**config.mk**
```make
export PLATFORM = sky130hd
export DESIGN_NAME = fnsc_top
export DESIGN_NICKNAME = d
export VERILOG_FILES = /design/src/rtl/fnsc_pkg.sv /design/src/rtl/fnsc_top.sv
export VERILOG_INCLUDE_DIRS = /design/src /design/src/rtl
export SDC_FILE = /design/constraint.sdc
export NUM_CORES = 1
export LEC_CHECK = 0
export BUFFER_PORTS_ARGS = -buffer_cell sky130_fd_sc_hd__buf_2
export CAP_MARGIN = 5
export CORE_MARGIN = 4
export CORE_UTILIZATION = 52
export CTS_CLUSTER_SIZE = 28
export DETAILED_ROUTE_END_ITERATION = 6
export PLACE_DENSITY_LB_ADDON = 0.3
export SETUP_SLACK_MARGIN = 0.1
export SYNTH_ARGS = -nofsm -noshare
export SYNTH_HDL_FRONTEND = slang
export SYNTH_SLANG_ARGS = --single-unit
export TNS_END_PERCENT = 10
```
**constraint.sdc**
```tcl
create_clock -name sys_clk -period 5.7 [get_ports sys_clk]
set_input_delay 1.14 -clock sys_clk [delete_from_list [all_inputs] [get_ports sys_clk]]
set_output_delay 1.14 -clock sys_clk [all_outputs]
set_load 0.005 [all_outputs]
```
**src/rtl/fnsc_defines.svh**
```systemverilog
// constants for the fieldbus node switch configuration loader
`ifndef FNSC_DEFINES_SVH
`define FNSC_DEFINES_SVH

// ----------------------------------------
// register byte offsets
// ----------------------------------------
`define FNSC_OFS_SETTINGS 4'h0
`define FNSC_OFS_NET_CTRL 4'h4
`define FNSC_OFS_STATUS 4'h8
`define FNSC_OFS_CONFIG 4'hC

// ----------------------------------------
// network control register fields and reset
// ----------------------------------------
`define FNSC_NET_ADDR_LSB 0
`define FNSC_NET_RATE_LSB 8
`define FNSC_NET_OVR_BIT 16
`define FNSC_NET_HOLD_BIT 17
`define FNSC_NET_CTRL_RESET 32'h0000_0000

// ----------------------------------------
// switch decoding values
// ----------------------------------------
`define FNSC_MAX_NODE_ADDR 7'h3F
`define FNSC_MAX_DIGIT 4'h9
`define FNSC_RATE_SW_LAST 4'h2
`define FNSC_DIAG_BYTES_M1 4'h4
`define FNSC_DIAG_BYTES_M2 4'h6
`define FNSC_DIAG_BYTES_M3 4'hC
`define FNSC_DIAG_UNITS_M2 7'h0A
`define FNSC_DIAG_UNITS_M3 7'h40

// ----------------------------------------
// timing
// ----------------------------------------
`define FNSC_CLK_KHZ 100000
`define FNSC_BLINK_TIME_MS 1000
`define FNSC_BLINK_CYCLES (`FNSC_BLINK_TIME_MS * `FNSC_CLK_KHZ)

`endif

```
**src/rtl/fnsc_pkg.sv**
```systemverilog
// types for the fieldbus node switch configuration loader
package fnsc_pkg;

    typedef enum logic [2:0] {
        FNSC_ST_CAPTURE = 3'b001,
        FNSC_ST_CONFIG = 3'b010,
        FNSC_ST_RUN = 3'b100
    } fnsc_state_type;

    typedef enum logic [1:0] {
        FNSC_LINK_1M = 2'h0,
        FNSC_LINK_500K = 2'h1,
        FNSC_LINK_250K = 2'h2,
        FNSC_LINK_125K = 2'h3
    } fnsc_link_rate_type;

    typedef enum logic [1:0] {
        FNSC_BUS_125K = 2'h0,
        FNSC_BUS_250K = 2'h1,
        FNSC_BUS_500K = 2'h2
    } fnsc_bus_rate_type;

endpackage : fnsc_pkg

```
**src/rtl/fnsc_top.sv**
```systemverilog
// power-up switch sampling, decode, config compare and indicators
//
// Overview of operation
// - switches sampled once at power-up; later changes ignored
// - output size pair: OFF/OFF 32, OFF/ON 24, ON/OFF 16, ON/ON 8 bits
// - bits three and four pick link rate 1M, 500k, 250k, 125k
// - diagnostic mode appends 0, 4, 6 or 12 status bytes to input data
// - mode 2 covers ten units; mode 3 sixty-four units, reserved
// - fault action OFF clears outputs on bus error or idle; ON holds
// - network-set parameter overrides the fault action switch
// - address source OFF: address and rate come from the switches
// - address source ON: address and rate come from the bus master
// - memory switch ON at power-up stores present configuration
// - memory switch OFF at power-up compares and flags any mismatch
// - unit indicator shows valve short/open or count over limit when enabled
// - unit indicator distinct for link or memory fault, another for remote
// - separate indicators for control supply and output supply faults
// - alternating red and green pattern toggles at one second
// - rate switch 0 125k, 1 250k, 2 500k, 3 to 9 network
// - network position switch takes speed from the network value
`timescale 1ns/1ps
`default_nettype none
`include "fnsc_defines.svh"

module fnsc_top #(
    parameter logic [26:0] BLINK_CYCLES = 27'(`FNSC_BLINK_CYCLES)
) (
    input wire logic sys_clk,
    input wire logic rst_b,
    input wire logic [3:0] setting1_sw,
    input wire logic [4:0] setting2_sw,
    input wire logic [3:0] address_sw_tens,
    input wire logic [3:0] address_sw_ones,
    input wire logic [3:0] rate_sw,
    input wire logic [31:0] present_config,
    input wire logic [31:0] nv_stored_config,
    input wire logic bus_comm_error,
    input wire logic bus_idle,
    input wire logic component_failure,
    input wire logic valve_short_open,
    input wire logic valve_count_exceeded,
    input wire logic detect_enable,
    input wire logic unit_link_fail,
    input wire logic other_unit_error,
    input wire logic control_supply_bad,
    input wire logic output_supply_bad,
    input wire logic [3:0] avs_address,
    input wire logic avs_read,
    input wire logic avs_write,
    input wire logic [31:0] avs_writedata,
    output logic [31:0] avs_readdata,
    output logic avs_waitrequest,
    output logic [2:0] output_size_bytes,
    output logic [1:0] link_rate_sel,
    output logic [3:0] diag_append_bytes,
    output logic [6:0] diag_unit_limit,
    output logic diag_mode_reserved,
    output logic outputs_clear,
    output logic [5:0] node_address,
    output logic [1:0] bus_rate_sel,
    output logic nv_write,
    output logic [31:0] nv_write_data,
    output logic config_mismatch,
    output logic unit_diagnostic_indicator_red,
    output logic unit_diagnostic_indicator_green,
    output logic control_supply_indicator_red,
    output logic control_supply_indicator_green,
    output logic output_supply_indicator_red,
    output logic output_supply_indicator_green
);

    // ----------------------------------------
    // reset release and switch synchronisers
    // ----------------------------------------
    logic [1:0] rst_sync_reg;
    logic rst_n;

    always_ff @(posedge sys_clk or negedge rst_b) begin
        if (!rst_b) begin
            rst_sync_reg <= 2'h0;
        end else begin
            rst_sync_reg <= {rst_sync_reg[0], 1'b1};
        end
    end
    assign rst_n = rst_sync_reg[1];

    // no reset here: the chains fill while reset is still held,
    // so the first capture already sees settled switch levels
    localparam int SW_W = 21;
    logic [SW_W-1:0] sw_meta_reg;
    logic [SW_W-1:0] sw_sync_reg;

    always_ff @(posedge sys_clk) begin
        sw_meta_reg <= {setting1_sw, setting2_sw, address_sw_tens,
                        address_sw_ones, rate_sw};
        sw_sync_reg <= sw_meta_reg;
    end

    // ----------------------------------------
    // power-up capture and config sequence
    // ----------------------------------------
    fnsc_pkg::fnsc_state_type state_reg, state_next;
    logic [SW_W-1:0] sw_hold_reg, sw_hold_next;
    logic nv_write_reg, nv_write_next;
    logic [31:0] nv_data_reg, nv_data_next;
    logic mismatch_reg, mismatch_next;
    logic stored_reg, stored_next;

    always_comb begin
        state_next = state_reg;
        sw_hold_next = sw_hold_reg;
        nv_write_next = 1'b0;
        nv_data_next = nv_data_reg;
        mismatch_next = mismatch_reg;
        stored_next = stored_reg;
        unique case (state_reg)
            fnsc_pkg::FNSC_ST_CAPTURE: begin
                sw_hold_next = sw_sync_reg;
                state_next = fnsc_pkg::FNSC_ST_CONFIG;
            end
            fnsc_pkg::FNSC_ST_CONFIG: begin
                if (sw_hold_reg[12]) begin
                    nv_write_next = 1'b1;
                    nv_data_next = present_config;
                    stored_next = 1'b1;
                end else begin
                    mismatch_next = present_config
                                    != nv_stored_config;
                end
                state_next = fnsc_pkg::FNSC_ST_RUN;
            end
            fnsc_pkg::FNSC_ST_RUN: begin
                state_next = fnsc_pkg::FNSC_ST_RUN;
            end
        endcase
    end

    always_ff @(posedge sys_clk or negedge rst_n) begin
        if (!rst_n) begin
            state_reg <= fnsc_pkg::FNSC_ST_CAPTURE;
            sw_hold_reg <= '0;
            nv_write_reg <= 1'b0;
            nv_data_reg <= 32'h0000_0000;
            mismatch_reg <= 1'b0;
            stored_reg <= 1'b0;
        end else begin
            state_reg <= state_next;
            sw_hold_reg <= sw_hold_next;
            nv_write_reg <= nv_write_next;
            nv_data_reg <= nv_data_next;
            mismatch_reg <= mismatch_next;
            stored_reg <= stored_next;
        end
    end

    // held switch fields
    logic [1:0] vsel;
    logic [1:0] lrate;
    logic [1:0] dmode;
    logic sw_hold_out;
    logic address_source_select;
    logic [3:0] tens;
    logic [3:0] ones;
    logic [3:0] rsw;
    assign vsel = sw_hold_reg[20:19];
    assign lrate = sw_hold_reg[18:17];
    assign dmode = sw_hold_reg[16:15];
    assign sw_hold_out = sw_hold_reg[14];
    assign address_source_select = sw_hold_reg[13];
    assign tens = sw_hold_reg[11:8];
    assign ones = sw_hold_reg[7:4];
    assign rsw = sw_hold_reg[3:0];

    // ----------------------------------------
    // avalon slave, one wait cycle per access
    // ----------------------------------------
    logic ack_reg, ack_next;
    logic [31:0] rdata_reg, rdata_next;
    logic [31:0] net_ctrl_reg, net_ctrl_next;
    logic [31:0] settings_word;
    logic [31:0] status_word;

    assign settings_word = {11'h000, sw_hold_reg};
    assign status_word = {22'h00_0000, output_supply_bad,
                          control_supply_bad, other_unit_error,
                          unit_link_fail, valve_count_exceeded,
                          valve_short_open, component_failure,
                          state_reg == fnsc_pkg::FNSC_ST_RUN,
                          stored_reg, mismatch_reg};

    assign avs_waitrequest = (avs_read | avs_write) & ~ack_reg;
    assign avs_readdata = rdata_reg;

    always_comb begin
        ack_next = (avs_read | avs_write) & ~ack_reg;
        rdata_next = rdata_reg;
        net_ctrl_next = net_ctrl_reg;
        if (avs_read && !ack_reg) begin
            unique case (avs_address)
                `FNSC_OFS_SETTINGS: rdata_next = settings_word;
                `FNSC_OFS_NET_CTRL: rdata_next = net_ctrl_reg;
                `FNSC_OFS_STATUS: rdata_next = status_word;
                `FNSC_OFS_CONFIG: rdata_next = present_config;
                default: rdata_next = 32'h0000_0000;
            endcase
        end
        if (avs_write && ack_reg && avs_address == `FNSC_OFS_NET_CTRL) begin
            net_ctrl_next = avs_writedata & 32'h0003_033F;
        end
    end

    always_ff @(posedge sys_clk or negedge rst_n) begin
        if (!rst_n) begin
            ack_reg <= 1'b0;
            rdata_reg <= 32'h0000_0000;
            net_ctrl_reg <= `FNSC_NET_CTRL_RESET;
        end else begin
            ack_reg <= ack_next;
            rdata_reg <= rdata_next;
            net_ctrl_reg <= net_ctrl_next;
        end
    end

    // ----------------------------------------
    // setting decode
    // ----------------------------------------
    logic [6:0] sw_addr;
    logic sw_addr_ok;
    logic rate_sw_ok;

    assign sw_addr = {tens, 3'h0} + {2'h0, tens, 1'b0}
                     + {3'h0, ones};
    // a non-decimal digit or a value past 63 means the network position
    assign sw_addr_ok = tens <= `FNSC_MAX_DIGIT && ones <= `FNSC_MAX_DIGIT
                        && sw_addr <= `FNSC_MAX_NODE_ADDR;
    assign rate_sw_ok = rsw <= `FNSC_RATE_SW_LAST;

    logic [2:0] size_next;
    logic [3:0] diag_next;
    logic [6:0] units_next;
    logic [5:0] addr_next;
    logic [1:0] brate_next;
    logic hold_eff;
    logic clear_next;

    always_comb begin
        unique case (vsel)
            2'h0: size_next = 3'h4;
            2'h1: size_next = 3'h3;
            2'h2: size_next = 3'h2;
            default: size_next = 3'h1;
        endcase
        unique case (dmode)
            2'h0: diag_next = 4'h0;
            2'h1: diag_next = `FNSC_DIAG_BYTES_M1;
            2'h2: diag_next = `FNSC_DIAG_BYTES_M2;
            default: diag_next = `FNSC_DIAG_BYTES_M3;
        endcase
        unique case (dmode)
            2'h2: units_next = `FNSC_DIAG_UNITS_M2;
            2'h3: units_next = `FNSC_DIAG_UNITS_M3;
            default: units_next = 7'h00;
        endcase
        if (!address_source_select && sw_addr_ok) begin
            addr_next = sw_addr[5:0];
        end else begin
            addr_next = net_ctrl_reg[5:0];
        end
        if (!address_source_select && rate_sw_ok) begin
            brate_next = rsw[1:0];
        end else begin
            brate_next = net_ctrl_reg[9:8];
        end
        hold_eff = net_ctrl_reg[`FNSC_NET_OVR_BIT] ?
                   net_ctrl_reg[`FNSC_NET_HOLD_BIT] : sw_hold_out;
        clear_next = (bus_comm_error | bus_idle) & ~hold_eff;
    end

    logic [2:0] size_reg;
    logic [3:0] diag_reg;
    logic [6:0] units_reg;
    logic reserved_reg;
    logic [5:0] addr_reg;
    logic [1:0] brate_reg;
    logic [1:0] lrate_reg;
    logic clear_reg;

    always_ff @(posedge sys_clk or negedge rst_n) begin
        if (!rst_n) begin
            size_reg <= 3'h4;
            diag_reg <= 4'h0;
            units_reg <= 7'h00;
            reserved_reg <= 1'b0;
            addr_reg <= 6'h00;
            brate_reg <= 2'h0;
            lrate_reg <= 2'h0;
            clear_reg <= 1'b1;
        end else begin
            size_reg <= size_next;
            diag_reg <= diag_next;
            units_reg <= units_next;
            reserved_reg <= dmode == 2'h3;
            addr_reg <= addr_next;
            brate_reg <= brate_next;
            lrate_reg <= lrate;
            clear_reg <= clear_next;
        end
    end

    assign output_size_bytes = size_reg;
    assign link_rate_sel = lrate_reg;
    assign diag_append_bytes = diag_reg;
    assign diag_unit_limit = units_reg;
    assign diag_mode_reserved = reserved_reg;
    assign node_address = addr_reg;
    assign bus_rate_sel = brate_reg;
    assign outputs_clear = clear_reg;
    assign nv_write = nv_write_reg;
    assign nv_write_data = nv_data_reg;
    assign config_mismatch = mismatch_reg;

    // ----------------------------------------
    // indicators
    // ----------------------------------------
    logic [26:0] blink_cnt_reg, blink_cnt_next;
    logic blink_reg, blink_next;
    logic [5:0] led_reg, led_next;

    always_comb begin
        blink_cnt_next = blink_cnt_reg + 27'h1;
        blink_next = blink_reg;
        if (blink_cnt_reg >= BLINK_CYCLES - 27'h1) begin
            blink_cnt_next = 27'h0;
            blink_next = ~blink_reg;
        end
        // priority: internal failure, valve, link/memory, remote unit
        if (component_failure) begin
            led_next[1:0] = 2'b10;
        end else if (detect_enable &&
                     (valve_short_open || valve_count_exceeded)) begin
            led_next[1:0] = {blink_reg, 1'b0};
        end else if (unit_link_fail || mismatch_reg) begin
            led_next[1:0] = {blink_reg, ~blink_reg};
        end else if (other_unit_error) begin
            led_next[1:0] = {1'b0, blink_reg};
        end else begin
            led_next[1:0] = 2'b01;
        end
        led_next[3:2] = control_supply_bad ? 2'b10 : 2'b01;
        led_next[5:4] = output_supply_bad ? 2'b10 : 2'b01;
    end

    always_ff @(posedge sys_clk or negedge rst_n) begin
        if (!rst_n) begin
            blink_cnt_reg <= 27'h0;
            blink_reg <= 1'b0;
            led_reg <= 6'h00;
        end else begin
            blink_cnt_reg <= blink_cnt_next;
            blink_reg <= blink_next;
            led_reg <= led_next;
        end
    end

    assign unit_diagnostic_indicator_red = led_reg[1];
    assign unit_diagnostic_indicator_green = led_reg[0];
    assign control_supply_indicator_red = led_reg[3];
    assign control_supply_indicator_green = led_reg[2];
    assign output_supply_indicator_red = led_reg[5];
    assign output_supply_indicator_green = led_reg[4];

endmodule : fnsc_top
`default_nettype wire
```
==> reports/qor.yml, run 1 <==
seq_area_frac_synth_pct: 59.6
cts_sinks: 197
finalInstanceArea_um2: 9700
synth_edf_count: 0
fmax_ghz: 0.343
core-area_um2: 14800
dpl_cell_area_um2: 9100
worstSetupEndpointType: "flip-flop"
place_inst: 1002
drive_gt1_share_pct: 39.1
syn2layout_area_growth_pct: 22.3
synthArstFlopShare_pct: 78.7
drt-total-wl_mm: 20.2
arrival_ns: 3.23
rows: 44
grt_pass1_wl_mm: 32.4
cts_max_level: 4
synth_flop_cell: "dfrtp_1"
synth-compound-area-share_pct: 7.18
tritoncts: "yes"
dp_hpwl_mm: 15.2
via_per_inst: 5.46
drc: 0
cts_buffers: 17
grt_max_degree: 72
finalNetCount: 985
min_period_ns: 2.91
portBuffers: 206
dr.first_iter.drc_count: 282
synth_cell_types: 55
holdBufCountCts: 0
yosysMostFrequentCell: "dfrtp_1"
drtAntennaViolNets: 0
p_leak_nw: 4.59
clk_path_buf_depth: 2
netlist_area_um2: 7930
status: "finished, final reports clean"
critPathKind: "flip-flop to flip-flop"
yosys_register_bits: 197
final_cell_count_no_fill: 1035
die-area_um2: 17300
gp_congestion: 0.867
yosys-top-cells-count: "152 x dfrtp_1, 56 x mux2_2, 54 x nand2_1, 42 x dfxtp_1, 42 x nor2_1"
required_ns: 6.01
syn_avg_cell_area_um2: 12.5
clkTransAtPathRegs_ns: 0.07
fillers: 1130
rsz0062_at_grt: "no"
tightest_slew_ns: 0.904
hold_violations: 0
drv_cap: 0
top_level_ports: 234
synthSimpleGateAreaFrac_pct: 11.3
insertion_delay_ns: 0.43
die_h_um: 131
gr-total-overflow: 0
synth_top_area_share_pct: 48.0
synth-xor-area-share_pct: 6.63
synth_warnings: 0
wl_per_cell_um: 19.6
tns_ns: 0
finalClockSkew_ns: 0.0105
slew_headroom_pct: 39.7
synthCells: 632
grt_antenna_before_repair: 2
cts_setup_buffers: 0
peakVddDrop_uv: 270
critPathLaunchType: "flip-flop"
cts-root-buf: "clkbuf_16"
cp_max_fo: 6
yosys.area_share.adder_pct: 2.24
ctsResizeCount: 0
worstHoldPathType: "flip-flop to asynchronous set/reset pin"
power_mw: 4.12
start_util_pct: 53.7
drv_slew: 0
synth_top_family_by_area: "simple AND/OR/NAND/NOR gates"
powerDensity_nw_per_um2: 424
track_usage_pct: 23.9
setup_violations: 0
grt_pass1_vias: 5941
period_share_pct: 51.1
synth_area_leader_cell: "dfrtp_1"
die_w_um: 131
via_count: 5648
dr.pass1.iters: 5
synth_area_leaders: "dfrtp_1 48%, dfxtp_1 11%, mux2_2 8.0%"
synth.area.mux_share_pct: 10.1
-- per-stage QoR --
step	worst slack, ns	hold WS, ns	utilization [%]
2_1_floorplan	1.07	0.310	-
4_1_cts	2.79	0.314	65.7
3_3_place_gp	2.63	0.305	61.7
6_report	2.79	0.286	65.7
3_5_place_dp	2.57	0.312	61.7
5_1_grt	2.66	0.333	65.7
-- path summary, 6_finish.rpt --
check	from	slack [ns]	depth (start not counted)	end
min	rst_sync_reg[1]	0.29	0	led_reg[4]
max reg2reg	sw_hold_reg[10]	2.79	7	node_address[0]
max	sw_hold_reg[10]	2.79	7	node_address[0]
min in group sys_clk	sw_meta_reg[16]	0.33	0	sw_sync_reg[16]
max in group asynchronous	rst_sync_reg[1]	4.11	1	avs_readdata[12]
min reg2reg	rst_sync_reg[1]	0.29	0	led_reg[4]
-- kinds of logic after synthesis --
| kind of cell | Yosys count |
|---|---|
| buf+inv | 40 |
| other cells | 2 |
| compound gates | 84 |
| flops | 197 |
| simple gates | 168 |
| mux | 68 |
| fa+ha+maj | 13 |
| xor+xnor | 60 |
-- layout make-up --
cell class | count | area, µm² | share of cell area [%]
antenna | 1 | 2.50 | 0.0258
clock buffer | 22 | 487 | 5.02
clock inverter | 10 | 110 | 1.14
inverter | 9 | 33.8 | 0.348
multi-input combinational | 400 | 3030 | 31.2
sequential | 197 | 4730 | 48.8
tap | 184 | 230 | 2.37
timing repair buffer | 212 | 1080 | 11.1
-- placed cells by master (no fill, tap or decap), types with 17 or more instances in the layout --
master     instances
dfxtp_1           42
clkbuf_16         19
o21ai_0           30
xnor2_1           40
mux2_2            56
xor2_1            20
nand4_1           17
buf_2            206
nand2_1           54
nor2_1            42
dfrtp_1          151
-- metal layers --
layer | vias to the layer above | wire length (µm) | global-route usage (%)
met4 | 2 | 595 | 9.57
met5 | - | 11 | 0
met3 | 40 | 1240 | 6.54
met2 | 194 | 9910 | 39.6
met1 | 2820 | 8480 | 30.0
li1 | 2592 | - | -
-- worst max-delay path: stages, from the launching register on --
cell      delay [ns]
dfrtp_1         0.49
fa_1            0.51
fa_1            0.48
a21o_1          0.21
a21oi_1         0.20
mux2i_1         0.24
nand3b_1        0.29
mux2_2          0.38
-- report_power, final --
part | internal (mW) | switching (mW) | leakage [nW]
Clock | 0.665 | 0.528 | 0.285
Combinational | 0.557 | 0.445 | 1.99
Sequential | 1.70 | 0.223 | 2.32
Total | 2.92 | 1.20 | 4.59
Power figures use the tool's default switching activity.
==> run 2, diff against run 1 <==
--- a/config.mk
+++ b/config.mk
@@ -6,6 +6,7 @@
 export SDC_FILE = /design/constraint.sdc
 export NUM_CORES = 1
 export LEC_CHECK = 0
+export ABC_AREA = 1
 export BUFFER_PORTS_ARGS = -buffer_cell sky130_fd_sc_hd__buf_2
 export CAP_MARGIN = 5
 export CORE_MARGIN = 4
==> constraint.sdc (replaced) <==
create_clock -name sys_clk -period 3 [get_ports sys_clk]
set_input_delay 0.6 -clock sys_clk [delete_from_list [all_inputs] [get_ports sys_clk]]
set_output_delay 0.6 -clock sys_clk [all_outputs]
set_load 0.005 [all_outputs]
==> run 2 against run 1 <==
Cell count grew 32%. Largest cell class unchanged. Flip-flop and latch count is the same. Global-route usage down 0.65 points. Combinational power grew 90%. Clock-buffer cell count is 2 lower. Utilization fell by 0.069 points. Die area grew 4.5%. Critical path depth rose by 1. Wire length rose by 0.81%.
==> reports/qor.yml, run 2 <==
cts_max_level: 4  # unchanged
netlist_area_um2: 8310  # +4.8%
holdBufCountCts: 1  # +1
wl_per_cell_um: 14.9  # -24%
final_cell_count_no_fill: 1365  # +32%
dpl_cell_area_um2: 9530  # +4.8%
clk_path_buf_depth: 2  # unchanged
finalClockSkew_ns: 0.0101  # -0.000379 ns
tightest_slew_ns: 0.885  # -0.0188 ns
grt_max_degree: 61  # -15%
syn_avg_cell_area_um2: 8.90  # -29%
setup_violations: 0  # unchanged
grt_pass1_vias: 6489  # +9.2%
portBuffers: 206  # unchanged
cts_sinks: 197  # unchanged
top_level_ports: 234  # unchanged
gr-total-overflow: 0  # unchanged
die_h_um: 134  # +2.2%
critPathKind: "flip-flop to flip-flop"
worstHoldPathType: "input pin to flip-flop"
synth_top_area_share_pct: 45.8  # -2.2 points
synth_flop_cell: "dfrtp_1"
synth_warnings: 0  # unchanged
critPathLaunchType: "flip-flop"
mostFrequentLayoutCell: "nand2_1"
yosys-top-cells-count: "266 x nand2_1, 152 x dfrtp_1, 103 x inv_1, 98 x nor2_1, 60 x o21ai_0"
finalNetCount: 1288  # +31%
whs_ns: 0.257  # -0.0287 ns
syn2layout_area_growth_pct: 21.9
ctsResizeCount: 0  # unchanged
clkTransAtPathRegs_ns: 0.07  # about the same
core-area_um2: 15400  # +4.6%
slew_headroom_pct: 41.0  # +1.3 points
synth_area_leaders: "dfrtp_1 46%, nand2_1 12%, dfxtp_1 10%"
start_util_pct: 53.9  # +0.11 points
synthArstFlopShare_pct: 78.7  # unchanged
via_per_inst: 4.89  # -10%
synth_edf_count: 0  # unchanged
powerDensity_nw_per_um2: 758  # +79%
synth_area_leader_cell: "dfrtp_1"
drtAntennaViolNets: 0  # unchanged
arrival_ns: 2.89  # -0.34 ns
grt_pass1_wl_mm: 32.7  # +0.85%
track_usage_pct: 23.2  # -0.65 points
dp_hpwl_mm: 15.2  # +0.12%
rsz0062_at_grt: "no"
synthCells: 934  # +48%
period_share_pct: 86.9  # +36 points
insertion_delay_ns: 0.44  # about the same
cp_max_fo: 12  # +6
peakVddDrop_uv: 604  # +120%
seq_area_frac_synth_pct: 56.9  # -2.7 points
dr.first_iter.drc_count: 444  # +57%
place_inst: 1331  # +33%
cts_setup_buffers: 0  # unchanged
via_count: 6671  # +18%
drive_gt1_share_pct: 24.0  # -15 points
grt_antenna_before_repair: 1  # -1
drv_slew: 0  # unchanged
layout_common_cells: "266 x nand2_1, 206 x buf_2, 151 x dfrtp_1, 103 x inv_1, 98 x nor2_1"
die-area_um2: 18100  # +4.5%
p_leak_nw: 5.32  # +16%
fmax_ghz: 0.384  # +12%
yosys_register_bits: 197  # unchanged
dr.pass1.iters: 5  # unchanged
cts-root-buf: "clkbuf_16"
rows: 45  # +2.3%
tns_ns: 0  # unchanged
worstSetupEndpointType: "flip-flop"
finalInstanceArea_um2: 10100  # +4.5%
min_period_ns: 2.61  # -0.306 ns
required_ns: 3.28  # -2.73 ns
drt-total-wl_mm: 20.4  # +0.81%
gp_congestion: 0.922  # +6.4%
yosysMostFrequentCell: "nand2_1"
die_w_um: 134  # +2.2%
final_util_pct: 65.6  # -0.069 points
synth_cell_types: 40  # -27%
fillers: 1327  # +17%
status: "finished, final reports clean"
tritoncts: "yes"
cts_buffers: 17  # unchanged
drv_cap: 0  # unchanged
drc: 0  # unchanged
hold_violations: 0  # unchanged
-- run 2: changes by cell type in the layout (fill, tap and decap cells not counted), moves of 9 or more --
cell and delta:
xnor2_1 -13, o22ai_1 +18, xor2_1 -9, nor2_1 +56, o21ai_0 +30, mux2_4 -10
a22o_1 -11, a21oi_1 +18, a22oi_1 -9, inv_1 +94, nand2_1 +212, mux2_2 -42
-- run 2: worst paths after layout --
| path | startpoint | endpoint | slack, ns | cells after the start |
|---|---|---|---|---|
| setup / recovery | sw_hold_reg[7] | node_address[3] | 0.39 | 8 |
| hold / removal | rate_sw[2] | sw_meta_reg[2] | 0.26 | 1 |
| setup reg to reg | sw_hold_reg[7] | node_address[3] | 0.39 | 8 |
| hold reg to reg | sw_meta_reg[3] | sw_sync_reg[3] | 0.33 | 0 |
| max in group asynchronous | rst_sync_reg[1] | output_size_bytes[2] | 1.77 | 1 |
| min in group asynchronous | rst_sync_reg[1] | net_ctrl_reg[2] | 0.42 | 0 |
-- run 2: critical path, stage by stage, from the launching register on --
cell	delay (ns)
dfrtp_1	0.44
fa_1	0.57
fa_1	0.51
nand2_1	0.10
nand2_1	0.05
a21oi_1	0.16
nand2_1	0.07
o211ai_1	0.38
o21ai_0	0.18
-- run 2: cells by family (layout without fill, tap and decap cells) --
logic type	Yosys count	in the layout	synth area share, %
adders and majority gates	13	13	2.14
and+or+nand+nor	413	413	20.3
xor gates and xnor gates	38	38	4.01
AOI/OAI and AO/OA	119	119	7.83
other	2	8	0.0904
DFF	197	197	56.9
muxes	14	14	1.90
buffers and inverters	138	352	6.90
-- run 2: stage by stage --
step	worst slack, ns	total power, mW
2_1_floorplan	0.435	4.65
3_3_place_gp	0.587	5.39
3_5_place_dp	0.486	5.47
4_1_cts	0.472	7.73
5_1_grt	0.244	8.14
6_report	0.393	7.68
-- run 2: final cells by class --
cell class | count | area [µm²] | area share (%)
Antenna cell | 1 | 2.50 | 0.0247
Clock buffer | 20 | 458 | 4.52
Clock inverter | 12 | 125 | 1.24
Inverter | 105 | 394 | 3.89
Multi-Input combinational cell | 604 | 3030 | 29.9
Sequential cell | 197 | 4730 | 46.7
Tap cell | 211 | 264 | 2.61
Timing Repair Buffer | 215 | 1130 | 11.1
-- run 2: routing by layer --
layer	GRT usage [%]	up-vias	part of all wire, %
li1	-	3330	-
met1	29.8	3102	43
met2	38.6	203	49
met3	5.33	36	5.4
met4	8.88	0	2.7
met5	0	-	0
-- run 2: power by group --
part           leakage, nW  internal, mW  switching (mW)
clock network        0.290          1.16            1.07
registers             2.31          3.21           0.327
logic                 2.73         0.821            1.08
total                 5.32          5.20            2.48
==> run 3, diff against run 2 <==
--- a/config.mk
+++ b/config.mk
@@ -13,7 +13,7 @@
 export CORE_UTILIZATION = 52
 export CTS_CLUSTER_SIZE = 28
 export DETAILED_ROUTE_END_ITERATION = 6
-export PLACE_DENSITY_LB_ADDON = 0.3
+export PLACE_DENSITY = 0.82
 export SETUP_SLACK_MARGIN = 0.1
 export SYNTH_ARGS = -nofsm -noshare
 export SYNTH_HDL_FRONTEND = slang
==> run 3 against run 2 <==
Combinational power is essentially flat. Worst hold slack got worse by 0.0082 ns. Sequential share of layout area fell by 0.32 points. Largest power group unchanged.
==> reports/qor.yml, run 3 (synthesis results as in run 2) <==
status: "finished, final reports clean"
power_mw: 7.86  # +2.4%
cp_slowest_cell: "fa_1"
die_w_um: 134  # unchanged
clk_path_buf_depth: 2  # unchanged
dpl_cell_area_um2: 9530  # about the same
wl_per_cell_um: 15.7  # +5.3%
start_util_pct: 53.9  # unchanged
die-area_um2: 18100  # unchanged
slew_headroom_pct: 43.4  # +2.4 points
cts-root-buf: "clkbuf_16"
tightest_slew_ns: 0.848  # -0.0370 ns
r2r-start: "sw_hold_reg[7]"
dr.pass1.iters: 5  # unchanged
min_period_ns: 2.57  # -0.0335 ns
wl_met1_mm: 9.05  # +3.8%
die_h_um: 134  # unchanged
drive_gt1_share_pct: 24.3  # +0.30 points
powerDensity_nw_per_um2: 771  # +1.7%
antenna_cells: 0  # -1
core-area_um2: 15400  # unchanged
drc: 0  # unchanged
grt_max_degree: 61  # unchanged
crit_path_end: "node_address[5]"
mostFrequentLayoutCell: "nand2_1"
gp_congestion: 0.932  # +1.0%
critPathMaxStageDelay_ns: 0.54  # -0.03 ns
wl_met3_mm: 1.17  # +6.9%
cts_sinks: 197  # unchanged
reg2regPathDepth: 9  # +1
critPathLaunchType: "flip-flop"
clkTransAtPathRegs_ns: 0.09  # +0.02 ns
top_level_ports: 234  # unchanged
dr.first_iter.drc_count: 607  # +37%
via_per_inst: 4.99  # +2.1%
layout_common_cells: "266 x nand2_1, 206 x buf_2, 151 x dfrtp_1, 103 x inv_1, 98 x nor2_1"
finalNetCount: 1290  # +0.16%
setup_violations: 0  # unchanged
tns_ns: 0  # unchanged
worstHoldPathType: "input pin to flip-flop"
via_count: 6818  # +2.2%
dr.max_layer_used: "met4"
insertion_delay_ns: 0.44  # about the same
timing.rr.end: "node_address[5]"
drtAntennaViolNets: 0  # unchanged
cts_max_level: 4  # unchanged
grt_pass1_wl_mm: 33.5  # +2.5%
period_share_pct: 85.8  # -1.1 points
crit_path_start: "sw_hold_reg[7]"
drv_cap: 0  # unchanged
critPathKind: "flip-flop to flip-flop"
whs_ns: 0.249  # -0.00819 ns
p_leak_nw: 5.35  # +0.54%
grt_pass1_vias: 6559  # +1.1%
cp_cell_sequence: "fa_1 > fa_1 > nand2_1 > nand2_1 > a21oi_1 > nand2_1 > o211ai_1 > nand2_1 > o21ai_0"
tritoncts: "yes"
final_cell_count_no_fill: 1366  # +0.073%
grt_antenna_before_repair: 0  # -1
gr-total-overflow: 0  # unchanged
track_usage_pct: 23.8  # +0.53 points
place_inst: 1333  # +0.15%
cp_common_cell: "nand2_1"
portBuffers: 206  # unchanged
cp_max_fo: 12  # unchanged
syn2layout_area_growth_pct: 22.7
rsz0062_at_grt: "no"
fmax_ghz: 0.389  # +1.3%
rows: 45  # unchanged
drt-total-wl_mm: 21.5  # +5.4%
dr_wl_met2_mm: 10.7  # +6.2%
rrSetupSlack_ns: 0.43  # +0.03 ns
finalInstanceArea_um2: 10200  # +0.69%
hold_violations: 0  # unchanged
required_ns: 3.34  # +0.06 ns
worstSetupEndpointType: "flip-flop"
peakVddDrop_uv: 621  # +2.7%
dp_hpwl_mm: 16.1  # +6.0%
arrival_ns: 2.91  # +0.02 ns
hp-start: "setting1_sw[3]"
drv_slew: 0  # unchanged
finalClockSkew_ns: 0.00920  # -0.000936 ns
cts_buffers: 17  # unchanged
[run 3: power breakdown]
part           total [mW]  internal, mW  switching (mW)
sequential           3.54          3.21           0.333
clock                2.43          1.19            1.23
combinational        1.89         0.818            1.07
[run 3: layout make-up]
cell class / instances / area (µm²)
clock buffer: 17 / 425
timing repair buffer: 217 / 1130
inverter: 105 / 394
tap: 211 / 264
sequential: 197 / 4730
clock inverter: 15 / 228
multi-input combinational: 604 / 3030
fill: 1262 / 5230
[run 3: stage by stage]
stage	setup WS (ns)	util (%)
2_1_floorplan	0.435	-
3_3_place_gp	0.554	61.8
4_1_cts	0.424	66.1
3_5_place_dp	0.485	61.8
6_report	0.426	66.1
5_1_grt	0.241	66.1
[run 3: worst max-delay path: cells and delay by family (launching register included)]
kind | cells | cell delay [ns]
fa+ha+maj | 2 | 1.02
simple gates | 4 | 0.36
compound gates | 3 | 0.66
flops | 1 | 0.43
[run 3: worst min path at each step]
stage / end / cells after the start
after floorplan: rst_sync_reg[0] / 0
after global placement: sw_sync_reg[15] / 0
after detailed placement: sw_sync_reg[4] / 0
after CTS: sw_meta_reg[16] / 1
after global routing: sw_meta_reg[14] / 1
final: sw_meta_reg[20] / 1
[run 3: layer usage]
layer	global-route usage (%)	up-vias
met4	9.11	0
met5	0	-
met1	30.8	3190
li1	-	3358
met3	5.63	45
met2	39.0	225
[run 3: what timing repair did]
action,in CTS,in global routing
hold buffers,1,0
gates resized for setup,0,0
setup buffers,0,0
endpoints found under the hold margin,2,0
